`src/design/meter_ctrl_map.vh`:
```
`ifndef METER_CTRL_MAP_VH
`define METER_CTRL_MAP_VH

`define MC_CLK_HZ        100000000
`define MC_MS_PER_S      1000
`define MC_S_PER_MIN     60
`define MC_MIN_PER_H     60

// timing, each in its own unit
`define MC_DISP_OFF_MIN  8
`define MC_HEARTBEAT_S   30
`define MC_ADAPT_MAX_S   7'h40
`define MC_ADAPT_MIN_S   7'h04
`define MC_NORMAL_S      7'h20
`define MC_FAST_S        7'h04
`define MC_LEAK_WIN_H    24
`define MC_LEAK_SUB1_MIN 8'h1E
`define MC_LEAK_SUB2_MIN 8'h3C
`define MC_LEAK_SUB3_MIN 8'h78
`define MC_PW_32_MS      32
`define MC_PW_100_MS     100

// pulse width codes
`define MC_PW_CODE_32    7'h5F
`define MC_PW_CODE_100   7'h60

// register word addresses
`define MC_ADDR_CTRL     4'h0
`define MC_ADDR_PULSE    4'h1
`define MC_ADDR_THRESH   4'h2
`define MC_ADDR_STATUS   4'h3

// control fields and reset values
`define MC_CTRL_MODE_LSB 0
`define MC_CTRL_LEAK_LSB 3
`define MC_CTRL_LEAKB    5
`define MC_PULSE_RES_LSB 8
`define MC_MODE_RESET    3'h1
`define MC_LEAK_RESET    2'h2
`define MC_THRESH_RESET  16'h0010
`define MC_RES_RESET     2'h0

`endif

```
`src/design/meter_integration_leak_pulse_ctrl.v`:
```
// The plain strobed port and the register offsets are this design's own decisions.
`timescale 1ns/1ns
`include "meter_ctrl_map.vh"

module meter_integration_leak_pulse_ctrl #(
    parameter METER_TYPE   = 1,
    parameter CLKS_PER_SEC = `MC_CLK_HZ,
    parameter CLKS_PER_MS  = `MC_CLK_HZ / `MC_MS_PER_S
) (
    input  wire        sys_clk,
    input  wire        rst,
    input  wire [3:0]  regAddr,
    input  wire [31:0] regWrData,
    input  wire        regWrStrobe,
    input  wire        regRdStrobe,
    output wire [31:0] regRdData,
    input  wire        keyPress,
    input  wire        sampleValid,
    input  wire [15:0] flowSample,
    input  wire [15:0] powerSample,
    input  wire        pulseInA,
    input  wire        pulseInB,
    input  wire        heatEnergyInc,
    input  wire        coolingEnergyInc,
    input  wire        volumeInc,
    output wire        integrateStrobe,
    output wire        displayOn,
    output wire        heartbeatDot,
    output wire        leakAlarm,
    output wire        pulseOutC,
    output wire        pulseOutD
);

    localparam DISP_OFF_S = `MC_DISP_OFF_MIN * `MC_S_PER_MIN;
    localparam [10:0] LEAK_WIN_MIN = `MC_LEAK_WIN_H * `MC_MIN_PER_H;
    localparam SRC_HEAT = 2'd0;
    localparam SRC_COOL = 2'd1;
    localparam SRC_VOL  = 2'd2;
    localparam PG_IDLE  = 2'd0;
    localparam PG_HIGH  = 2'd1;
    localparam PG_GAP   = 2'd2;

    // ****************************************
    // helper functions
    // ****************************************
    function [15:0] absDiff;
        input [15:0] a;
        input [15:0] b;
        begin
            absDiff = (a > b) ? (a - b) : (b - a);
        end
    endfunction

    function [1:0] routeSource;
        input integer mtype;
        input integer outIdx;
        begin
            case (mtype)
                3, 6: routeSource = (outIdx == 0) ? SRC_HEAT : SRC_COOL;
                5: routeSource = (outIdx == 0) ? SRC_COOL : SRC_VOL;
                7, 8: routeSource = SRC_VOL;
                default: routeSource = (outIdx == 0) ? SRC_HEAT : SRC_VOL;
            endcase
        end
    endfunction

    function [31:0] pulseCycles;
        input [6:0] code;
        begin
            case (code)
                `MC_PW_CODE_100: pulseCycles = `MC_PW_100_MS * CLKS_PER_MS;
                default: pulseCycles = `MC_PW_32_MS * CLKS_PER_MS;
            endcase
        end
    endfunction

    function [7:0] leakSubMinutes;
        input [1:0] code;
        begin
            case (code)
                2'd1: leakSubMinutes = `MC_LEAK_SUB1_MIN;
                2'd3: leakSubMinutes = `MC_LEAK_SUB3_MIN;
                default: leakSubMinutes = `MC_LEAK_SUB2_MIN;
            endcase
        end
    endfunction

    // ****************************************
    // register file
    // ****************************************
    reg [2:0]  modeCode_reg;
    reg [1:0]  leakCode_reg;
    reg        leakOnB_reg;
    reg [6:0]  pulseWidthCode_reg;
    reg [1:0]  resCode_reg;
    reg [15:0] threshold_reg;
    reg [31:0] rdData_reg;
    reg [6:0]  interval_reg;
    reg        displayOn_reg;
    reg        leak_reg;
    reg [5:0]  streak_reg;

    always @(posedge sys_clk) begin
        if (rst) begin
            modeCode_reg       <= `MC_MODE_RESET;
            leakCode_reg       <= `MC_LEAK_RESET;
            leakOnB_reg        <= 1'b0;
            pulseWidthCode_reg <= `MC_PW_CODE_32;
            resCode_reg        <= `MC_RES_RESET;
            threshold_reg      <= `MC_THRESH_RESET;
        end else if (regWrStrobe) begin
            case (regAddr)
                `MC_ADDR_CTRL: begin
                    modeCode_reg <= regWrData[`MC_CTRL_MODE_LSB +: 3];
                    leakCode_reg <= regWrData[`MC_CTRL_LEAK_LSB +: 2];
                    leakOnB_reg  <= regWrData[`MC_CTRL_LEAKB];
                end
                `MC_ADDR_PULSE: begin
                    pulseWidthCode_reg <= regWrData[6:0];
                    resCode_reg        <= regWrData[`MC_PULSE_RES_LSB +: 2];
                end
                `MC_ADDR_THRESH: threshold_reg <= regWrData[15:0];
                default: ;
            endcase
        end
    end

    always @(posedge sys_clk) begin
        if (rst)
            rdData_reg <= 32'h0000_0000;
        else if (regRdStrobe) begin
            case (regAddr)
                `MC_ADDR_CTRL:
                    rdData_reg <= {26'h000_0000, leakOnB_reg, leakCode_reg, modeCode_reg};
                `MC_ADDR_PULSE:
                    rdData_reg <= {22'h00_0000, resCode_reg, 1'b0, pulseWidthCode_reg};
                `MC_ADDR_THRESH: rdData_reg <= {16'h0000, threshold_reg};
                `MC_ADDR_STATUS:
                    rdData_reg <= {16'h0000, streak_reg, leak_reg, displayOn_reg, 1'b0,
                                   interval_reg};
                default: rdData_reg <= 32'h0000_0000;
            endcase
        end else
            rdData_reg <= 32'h0000_0000;
    end

    assign regRdData = rdData_reg;

    // ****************************************
    // second and minute timebase
    // ****************************************
    reg [31:0] secCnt_reg;
    reg        secTick;
    reg [5:0]  minCnt_reg;
    reg        minTick;

    always @(posedge sys_clk) begin
        if (rst) begin
            secCnt_reg <= 32'h0000_0000;
            secTick    <= 1'b0;
            minCnt_reg <= 6'h00;
            minTick    <= 1'b0;
        end else begin
            secTick <= (secCnt_reg == CLKS_PER_SEC - 1);
            secCnt_reg <= (secCnt_reg == CLKS_PER_SEC - 1) ? 32'h0000_0000 : secCnt_reg + 1;
            minTick <= secTick && (minCnt_reg == `MC_S_PER_MIN - 1);
            if (secTick)
                minCnt_reg <= (minCnt_reg == `MC_S_PER_MIN - 1) ? 6'h00 : minCnt_reg + 6'h01;
        end
    end

    // ****************************************
    // integration scheduler
    // ****************************************
    reg [15:0] prevFlow_reg;
    reg [15:0] prevPower_reg;
    reg        havePrev_reg;
    reg [6:0]  intCnt_reg;
    reg        integrate_reg;
    wire [1:0] modeSel = modeCode_reg[1:0];
    wire       adaptive = (modeSel == 2'd1);
    wire       changeNow = sampleValid && havePrev_reg &&
                           ((absDiff(flowSample, prevFlow_reg) > threshold_reg) ||
                            (absDiff(powerSample, prevPower_reg) > threshold_reg));
    reg        changeSeen_reg;
    wire       intervalEnd = secTick && (intCnt_reg + 7'd1 >= interval_reg);

    always @(posedge sys_clk) begin
        if (rst) begin
            prevFlow_reg  <= 16'h0000;
            prevPower_reg <= 16'h0000;
            havePrev_reg  <= 1'b0;
        end else if (sampleValid) begin
            prevFlow_reg  <= flowSample;
            prevPower_reg <= powerSample;
            havePrev_reg  <= 1'b1;
        end
    end

    // interval counts whole seconds only; flow magnitude never steers it
    always @(posedge sys_clk) begin
        if (rst) begin
            intCnt_reg     <= 7'h00;
            interval_reg   <= `MC_ADAPT_MAX_S;
            integrate_reg  <= 1'b0;
            changeSeen_reg <= 1'b0;
        end else begin
            integrate_reg <= intervalEnd;
            if (intervalEnd)
                intCnt_reg <= 7'h00;
            else if (secTick)
                intCnt_reg <= intCnt_reg + 7'h01;
            case (modeSel)
                2'd1: begin
                    if (changeNow) begin
                        interval_reg   <= `MC_ADAPT_MIN_S;
                        changeSeen_reg <= 1'b1;
                    end else if (intervalEnd) begin
                        changeSeen_reg <= 1'b0;
                        if (!changeSeen_reg && interval_reg < `MC_ADAPT_MAX_S)
                            interval_reg <= {interval_reg[5:0], 1'b0};
                        else if (!changeSeen_reg)
                            interval_reg <= `MC_ADAPT_MAX_S;
                    end
                end
                2'd3: interval_reg <= `MC_FAST_S;
                default: interval_reg <= `MC_NORMAL_S;
            endcase
            if (!adaptive)
                changeSeen_reg <= 1'b0;
        end
    end

    assign integrateStrobe = integrate_reg;

    // ****************************************
    // display power-down and heartbeat
    // ****************************************
    wire       displayOffMode = modeCode_reg[2] && (modeSel != 2'd0);
    reg [8:0]  dispCnt_reg;
    reg [4:0]  hbCnt_reg;
    reg        dot_reg;

    always @(posedge sys_clk) begin
        if (rst) begin
            dispCnt_reg   <= 9'h000;
            displayOn_reg <= 1'b1;
            hbCnt_reg     <= 5'h00;
            dot_reg       <= 1'b0;
        end else begin
            if (keyPress)
                dispCnt_reg <= 9'h000;
            else if (secTick && dispCnt_reg < DISP_OFF_S)
                dispCnt_reg <= dispCnt_reg + 9'h001;
            displayOn_reg <= !displayOffMode || keyPress || (dispCnt_reg < DISP_OFF_S);
            if (displayOn_reg) begin
                hbCnt_reg <= 5'h00;
                dot_reg   <= 1'b0;
            end else if (secTick) begin
                // dot lit for one second in every thirty
                hbCnt_reg <= (hbCnt_reg == `MC_HEARTBEAT_S - 1) ? 5'h00 : hbCnt_reg + 5'h01;
                dot_reg   <= (hbCnt_reg == `MC_HEARTBEAT_S - 1);
            end
        end
    end

    assign displayOn    = displayOn_reg;
    assign heartbeatDot = dot_reg;

    // ****************************************
    // cold water leak watch
    // ****************************************
    wire       leakPulse = leakOnB_reg ? pulseInB : pulseInA;
    wire [7:0] subLen = leakSubMinutes(leakCode_reg);
    wire [10:0] subsQuot = LEAK_WIN_MIN / subLen;
    wire [5:0] subsNeeded = subsQuot[5:0];
    reg [7:0]  subCnt_reg;
    reg        seen_reg;
    reg        firstPart_reg;
    // first part gets a spare minute, the minute grid runs free of the watch
    wire       subEnd = minTick && (subCnt_reg + 8'h01 >= subLen + {7'h00, firstPart_reg});

    always @(posedge sys_clk) begin
        if (rst || leakCode_reg == 2'd0) begin
            subCnt_reg <= 8'h00;
            seen_reg   <= 1'b0;
            streak_reg <= 6'h00;
            leak_reg   <= 1'b0;
            firstPart_reg <= 1'b1;
        end else begin
            if (subEnd) begin
                subCnt_reg    <= 8'h00;
                firstPart_reg <= 1'b0;
            end else if (minTick)
                subCnt_reg <= subCnt_reg + 8'h01;
            // a pulse on the closing cycle still counts for the closing part
            seen_reg <= subEnd ? 1'b0 : (seen_reg || leakPulse);
            if (subEnd) begin
                if (seen_reg || leakPulse) begin
                    if (streak_reg < subsNeeded)
                        streak_reg <= streak_reg + 6'h01;
                    if (streak_reg + 6'h01 >= subsNeeded)
                        leak_reg <= 1'b1;
                end else begin
                    streak_reg <= 6'h00;
                    leak_reg   <= 1'b0;
                end
            end
        end
    end

    assign leakAlarm = leak_reg;

    // ****************************************
    // display-digit prescalers
    // ****************************************
    wire [2:0] incIn = {volumeInc, coolingEnergyInc, heatEnergyInc};
    wire [2:0] advance;
    wire [9:0] resDiv = (resCode_reg == 2'd0) ? 10'd1 :
                        (resCode_reg == 2'd1) ? 10'd10 :
                        (resCode_reg == 2'd2) ? 10'd100 : 10'd1000;

    genvar s;
    generate
        for (s = 0; s < 3; s = s + 1) begin : g_pre
            reg [9:0] preCnt_reg;
            reg       adv_reg;
            always @(posedge sys_clk) begin
                if (rst) begin
                    preCnt_reg <= 10'h000;
                    adv_reg    <= 1'b0;
                end else begin
                    adv_reg <= incIn[s] && (preCnt_reg + 10'h001 >= resDiv);
                    if (incIn[s])
                        preCnt_reg <= (preCnt_reg + 10'h001 >= resDiv) ? 10'h000
                                      : preCnt_reg + 10'h001;
                end
            end
            assign advance[s] = adv_reg;
        end
    endgenerate

    // ****************************************
    // pulse outputs
    // ****************************************
    wire [31:0] widthCycles = pulseCycles(pulseWidthCode_reg);
    wire [1:0]  pulseOut;

    genvar o;
    generate
        for (o = 0; o < 2; o = o + 1) begin : g_out
            // source is a build-time constant, not reachable from software
            localparam [1:0] SRC = routeSource(METER_TYPE, o);
            reg [7:0]  pending_reg;
            reg [31:0] phase_reg;
            reg [1:0]  state_reg;
            reg        out_reg;
            wire       take = (state_reg == PG_IDLE) && (pending_reg != 8'h00);
            always @(posedge sys_clk) begin
                if (rst) begin
                    pending_reg <= 8'h00;
                    phase_reg   <= 32'h0000_0000;
                    state_reg   <= PG_IDLE;
                    out_reg     <= 1'b0;
                end else begin
                    // queue up to 255 advances so none are lost while a pulse is running; further advances are dropped
                    if (advance[SRC] && !take && pending_reg != 8'hFF)
                        pending_reg <= pending_reg + 8'h01;
                    else if (!advance[SRC] && take)
                        pending_reg <= pending_reg - 8'h01;
                    case (state_reg)
                        PG_IDLE: begin
                            if (take) begin
                                state_reg <= PG_HIGH;
                                out_reg   <= 1'b1;
                                phase_reg <= 32'h0000_0001;
                            end
                        end
                        PG_HIGH: begin
                            if (phase_reg >= widthCycles) begin
                                state_reg <= PG_GAP;
                                out_reg   <= 1'b0;
                                phase_reg <= 32'h0000_0001;
                            end else
                                phase_reg <= phase_reg + 32'h0000_0001;
                        end
                        PG_GAP: begin
                            if (phase_reg >= widthCycles)
                                state_reg <= PG_IDLE;
                            else
                                phase_reg <= phase_reg + 32'h0000_0001;
                        end
                        default: begin
                            state_reg <= PG_IDLE;
                            out_reg   <= 1'b0;
                        end
                    endcase
                end
            end
            assign pulseOut[o] = out_reg;
        end
    endgenerate

    assign pulseOutC = pulseOut[0];
    assign pulseOutD = pulseOut[1];

endmodule

```
`config.mk`:
```
export PLATFORM = sky130hd
export DESIGN_NAME = meter_integration_leak_pulse_ctrl
export DESIGN_NICKNAME = d
export VERILOG_FILES = /design/src/design/meter_integration_leak_pulse_ctrl.v
export VERILOG_INCLUDE_DIRS = /design/src /design/src/design
export SDC_FILE = /design/constraint.sdc
export NUM_CORES = 1
export LEC_CHECK = 0
export ABC_CLOCK_PERIOD_IN_PS = 11300
export BUFFER_PORTS_ARGS = -buffer_cell sky130_fd_sc_hd__buf_2
export CAP_MARGIN = 30
export CORE_MARGIN = 5
export CORE_UTILIZATION = 40
export DETAILED_ROUTE_END_ITERATION = 16
export PLACE_DENSITY = 0.56
export SLEW_MARGIN = 20
export SYNTH_ARGS = -nofsm -noshare
export SYNTH_HDL_FRONTEND = slang
export SYNTH_SLANG_ARGS = --single-unit
```
`constraint.sdc`:
```
create_clock -name sys_clk -period 11.3 [get_ports sys_clk]
set_clock_uncertainty 0.15 [all_clocks]
set_input_delay 0.565 -clock sys_clk [delete_from_list [all_inputs] [get_ports sys_clk]]
set_output_delay 0.565 -clock sys_clk [all_outputs]
set_load 0.05 [all_outputs]
```
# Word level (Yosys, flattened, before mapping)
# Cells that the tools add are included.
# op_classes
eq_ne	31
bitwise	4
div	1
n_reduce_logical	61
n_lt_le_gt_ge	14
add_sub_neg	20
mux	50
# op_table
operator	n
two-way mux 32 bit	6
one-hot mux 32 bit (3 select lines)	2
adder 32 x 1 -> 32 bit, second input constant	3
greater-or-equal comparator 32 bit	2
greater-than comparator 16 bit	4
one-hot mux 16 bit (4 select lines)	1
subtractor 16 bit	4
two-way mux 10 bit	5
equality test 32 x 27 -> 1 bit, second input constant	1
two-way mux 16 bit	2
two-way mux 8 bit	4
two-way mux 7 bit	4
one-hot mux 7 bit (2 select lines)	2
adder 8 x 1 -> 8 bit, second input constant	3
two-way mux 24 bit	1
adder 10 x 1 -> 10 bit, second input constant	2
greater-or-equal comparator 10 bit	2
logical AND 1 bit	18
two-way mux 6 bit	3
AND reduction 3 bit	6
inequality test 2 bit, second input constant	8
inequality test 8 bit, second input constant	2
nonzero test 8 bit	2
subtractor 8 x 1 -> 8 bit, second input constant	2
36 further kinds	92
# word_totals
reg_bits	293
inputBits	79
out_inout_bits	38
wordCells	220

# Longest topological paths before layout
# depth
ltp_word	7
mapped_depth	20
ltp_nobuf	19

# Worst setup path after synthesis
# No wires, ideal clock.
# synth_path
kind	input to register
startpoint	input powerSample[0]
endpoint	register interval_reg[5]
t_arrival_ns	4.338
cell_stages	17
setup_time_ns	0.142
setup_slack_ns	6.669
n_path_buf	0
required_ns	11.008
cell_sequence	inv_1 -> ha_1 -> inv_1 -> fa_1 -> a21oi_1 -> o211ai_1 -> o31ai_1 -> o22ai_2 -> a2111oi_0 -> a21oi_1 -> xor2_1 -> ha_1 -> nand4_1 -> or2_2 -> o311a_1 -> o32ai_1 -> o32ai_1
# synth_via
elab_chain_cells	7
elab_cells_between_ends	12
cone_classes	add/sub: 2; order compare: 2; eq/ne: 2; mux: 3; reduce/logical: 3
# synth_lines
item	line_no	source
from (decl)	meter_integration_leak_pulse_ctrl.v:20	input wire [15:0] powerSample,
subtractor 16 bit or greater-than comparator 16 bit (tied branches)	meter_integration_leak_pulse_ctrl.v:50	absDiff = (a > b) ? (a - b) : (b - a);
two-way mux 16 bit (*)	meter_integration_leak_pulse_ctrl.v:50	
greater-than comparator 16 bit (*)	meter_integration_leak_pulse_ctrl.v:184	(absDiff(powerSample, prevPower_reg) > threshold_reg));
logical OR 1 bit (*)	meter_integration_leak_pulse_ctrl.v:183	((absDiff(flowSample, prevFlow_reg) > threshold_reg) ||
logical AND 1 bit (*)	meter_integration_leak_pulse_ctrl.v:182	wire changeNow = sampleValid && havePrev_reg &&
inequality test 4 x 3 -> 1 bit (no line) (tied with other cells)	n/a	
AND reduction 2 bit (no line) or one-hot mux 7 bit (2 select lines) (tied branches)	n/a	
to (signal assigned)	meter_integration_leak_pulse_ctrl.v:204	interval_reg <= `MC_ADAPT_MAX_S;
to (signal assigned)	meter_integration_leak_pulse_ctrl.v:216	interval_reg <= `MC_ADAPT_MIN_S;
to (signal assigned)	meter_integration_leak_pulse_ctrl.v:221	interval_reg <= {interval_reg[5:0], 1'b0};
to (decl)	meter_integration_leak_pulse_ctrl.v:98	reg [6:0] interval_reg;
# Mark *: on every way between the ends. The rest lies on a longest branch, timed or not.
# A chain may end at the register's enable or synchronous reset.

# Worst setup path in the final report
# layout_path
startpoint	register prevPower_reg[0]
endpoint	register interval_reg[5]
# layout_via
elab_chain_cells	7
elab_cells_between_ends	12
cone_classes	add/sub: 2; order compare: 2; eq/ne: 2; mux: 3; reduce/logical: 3
# layout_lines
item	line_no	source
from (decl)	meter_integration_leak_pulse_ctrl.v:176	reg [15:0] prevPower_reg;
from (signal assigned)	meter_integration_leak_pulse_ctrl.v:195	prevPower_reg <= powerSample;
subtractor 16 bit or greater-than comparator 16 bit (tied branches)	meter_integration_leak_pulse_ctrl.v:50	
two-way mux 16 bit (*)	meter_integration_leak_pulse_ctrl.v:50	
greater-than comparator 16 bit (*)	meter_integration_leak_pulse_ctrl.v:184	
logical OR 1 bit (*)	meter_integration_leak_pulse_ctrl.v:183	
logical AND 1 bit (*)	meter_integration_leak_pulse_ctrl.v:182	
inequality test 4 x 3 -> 1 bit (no line) (tied with other cells)	n/a	
AND reduction 2 bit (no line) or one-hot mux 7 bit (2 select lines) (tied branches)	n/a	
# Marks and branches as above.

==> qor.yml <==
worstSetupStartpoint: "prevPower_reg[0]"
num_antenna_cells: 0
rsz0062_at_grt: "false"
start_util: 0.406
cts_tree: "built"
synth_cell_types: 94
grt_start_max_net_pins: 68
rows: 77
coreArea_mm2: 0.0444
synthTopCellsByArea: "dfxtp_1 (31%), ha_1 (12%), nor2_1 (4.4%)"
synth_cells: 2155
cts_buffers: 36
yosysSeqAreaShare: 0.305
cap_violations: 0
clock-sinks: 275
grt_use_total: 0.175
yosysMostFrequentCell: "dfxtp_1"
yosys-top-cells-count: "dfxtp_1 (275), nor2_1 (211), ha_1 (178), nand2_1 (172), inv_1 (140)"
worstPathRequired_ns: 11.53
cp_cell_sequence: "ha_1, inv_1, fa_1, a21oi_1, o211ai_1, o31ai_1, o22ai_2, a2111oi_0, a21oi_1, xor2_1, ha_1, nand4_1, or2_2, o311a_1, o32ai_1, clkbuf_2, o32ai_1"
ys_seq_elements: 275
worst_slew_pin_slew_ns: 0.937
relSlewSlack: 0.376
cts_hold_buf: 0
synth_area_mm2: 0.0180
gr-total-overflow: 0
max_freq_mhz: 194
post_cts_resized: 0
avgSynthCellArea_um2: 8.36
grt_pass1_vias: 14800
area_growth_pct: 11.6
synth_edf_count: 0
max_stage_delay_ns: 0.49
routedWlPerCell_um: 15.8
first_iter_violations: 986
largest_register_ffs: 64
post_cts_buffers: 0
grt_pass1_wl_um: 74300
vdd_drop_max_v: 0.0000995
insertion_delay_ns: 0.54
layout-drive-gt1-share: 0.0950
io_buffers: 83
io_pins: 117
synth_top_flop_cell: "dfxtp_1"
pwr_density_cell_mw_per_mm2: 159
wl_um: 44400
critPathMaxFanout: 19
ys_warn_count: 0
layout_setup_ws_ns: 6.15
hold_class: "in -> reg"
preCtsSetupSlack_ns: 5.44
vias_per_cell: 5.48
h-tree-depth: 2
arrival_ns: 5.38
r2r_slack_ns: 6.15
cts.path.max_buffers: 3
nets: 2460
path_clk_slew_ns: 0.06
synth_top_area_frac: 0.305
synth_top_area_cell: "dfxtp_1"
vias: 15400
dieArea_mm2: 0.0494
min_period_ns: 5.15
drc: 0
endpoint_kind: "flip-flop"
antenna_found_initial: 1
r2r-end: "interval_reg[5]"
p_leak_nw: 8.28
drv_slew: 0
setup_viol: 0
async_flop_share: 0
outcome: "completed"
critPathCapture: "interval_reg[5]"
first_pass_iters: 5
ant_nets: 0
critical_path_class: "reg -> reg"
hold_viol_final: 0
reg2reg_depth: 17
critPathSlowestCell: "a2111oi_0"
start_kind: "flip-flop"
hpwl_um: 32300
routabilityCongestion: 0.866
finalSetupTns_ns: 0
die_x_um: 222
period_share: 0.456
die_h_um: 222
cts_root_buf: "clkbuf_16"
r2r_start: "prevPower_reg[0]"
[routing by layer]
layer | routed length (µm) | global-route usage | vias to the layer above
met2 | 19800 | 0.281 | 298
met5 | 0 | 0 | -
met1 | 21900 | 0.247 | 7253
li1 | - | - | 7809
met3 | 1920 | 0.0265 | 50
met4 | 798 | 0.0465 | 0
[placed cells by master, fill, tap and decap left out, drive strengths merged, types with 59 or more instances in the layout]
| master | Yosys | routed |
|---|---|---|
| xnor2 | 76 | 76 |
| mux2i | 79 | 79 |
| nand4 | 64 | 64 |
| dfxtp | 275 | 275 |
| ha | 178 | 178 |
| a21oi | 135 | 135 |
| nand2 | 172 | 172 |
| xor2 | 59 | 59 |
| inv | 140 | 141 |
| nor2 | 211 | 211 |
| buf | 40 | 92 |
| o21ai | 86 | 86 |
| nand3 | 73 | 73 |
[report_power, final]
group | internal [mW] | leakage [nW] | total [mW] | switching [mW]
sequential | 1.02 | 2.23 | 1.07 | 0.0472
combinational | 0.378 | 5.43 | 0.947 | 0.570
clock | 0.748 | 0.611 | 1.19 | 0.444
total | 2.14 | 8.28 | 3.20 | 1.06
[metrics by stage]
step	power (mW)	cell area, µm²	utilization	hold slack [ns]	cells
3_3_place_gp	1.98	18800	0.423	0.260	2746
5_1_grt	3.41	20100	0.453	0.119	2813
6_report	3.20	20100	0.453	0.131	2813
4_1_cts	3.23	20100	0.452	0.0935	2809
3_5_place_dp	2.01	18800	0.424	0.261	2747
2_1_floorplan	1.81	18100	-	0.218	2170
[worst max-delay path, delay by kind of cell (launching register included)]
family                     cells  cell delay (ns)
AOI/OAI and AO/OA              9             2.66
xor gates and xnor gates       1             0.20
adders and majority gates      3             0.90
buffers and inverters          2             0.31
DFF                            1             0.35
and+or+nand+nor                2             0.43
[how the worst min path moves through the flow]
stage / startpoint / end / cells after the start
finish: regWrData[14] / threshold_reg[14] / 3
global route: regWrData[14] / threshold_reg[14] / 3
CTS: regWrData[14] / threshold_reg[14] / 3
detailed placement: modeCode_reg[2] / displayOn / 1
global placement: modeCode_reg[2] / displayOn / 1
floorplan: modeCode_reg[2] / displayOn / 1
[layout make-up]
cell class,instances,area (µm²)
fill,4336,24300
multi-input combinational,1651,11600
sequential,275,5510
clock buffer,46,1010
tap,592,741
timing repair buffer,93,526
inverter,140,526
clock inverter,16,229
[cells by family after synthesis]
logic type / count (synthesis) / share of synthesized area
muxes: 86 / 0.0507
other: 2 / 0.000417
xor gates and xnor gates: 135 / 0.0656
and+or+nand+nor: 748 / 0.208
DFF: 275 / 0.305
buffers and inverters: 244 / 0.0564
AOI/OAI and AO/OA: 481 / 0.184
adders and majority gates: 184 / 0.130
Power figures use the tool's default switching activity.
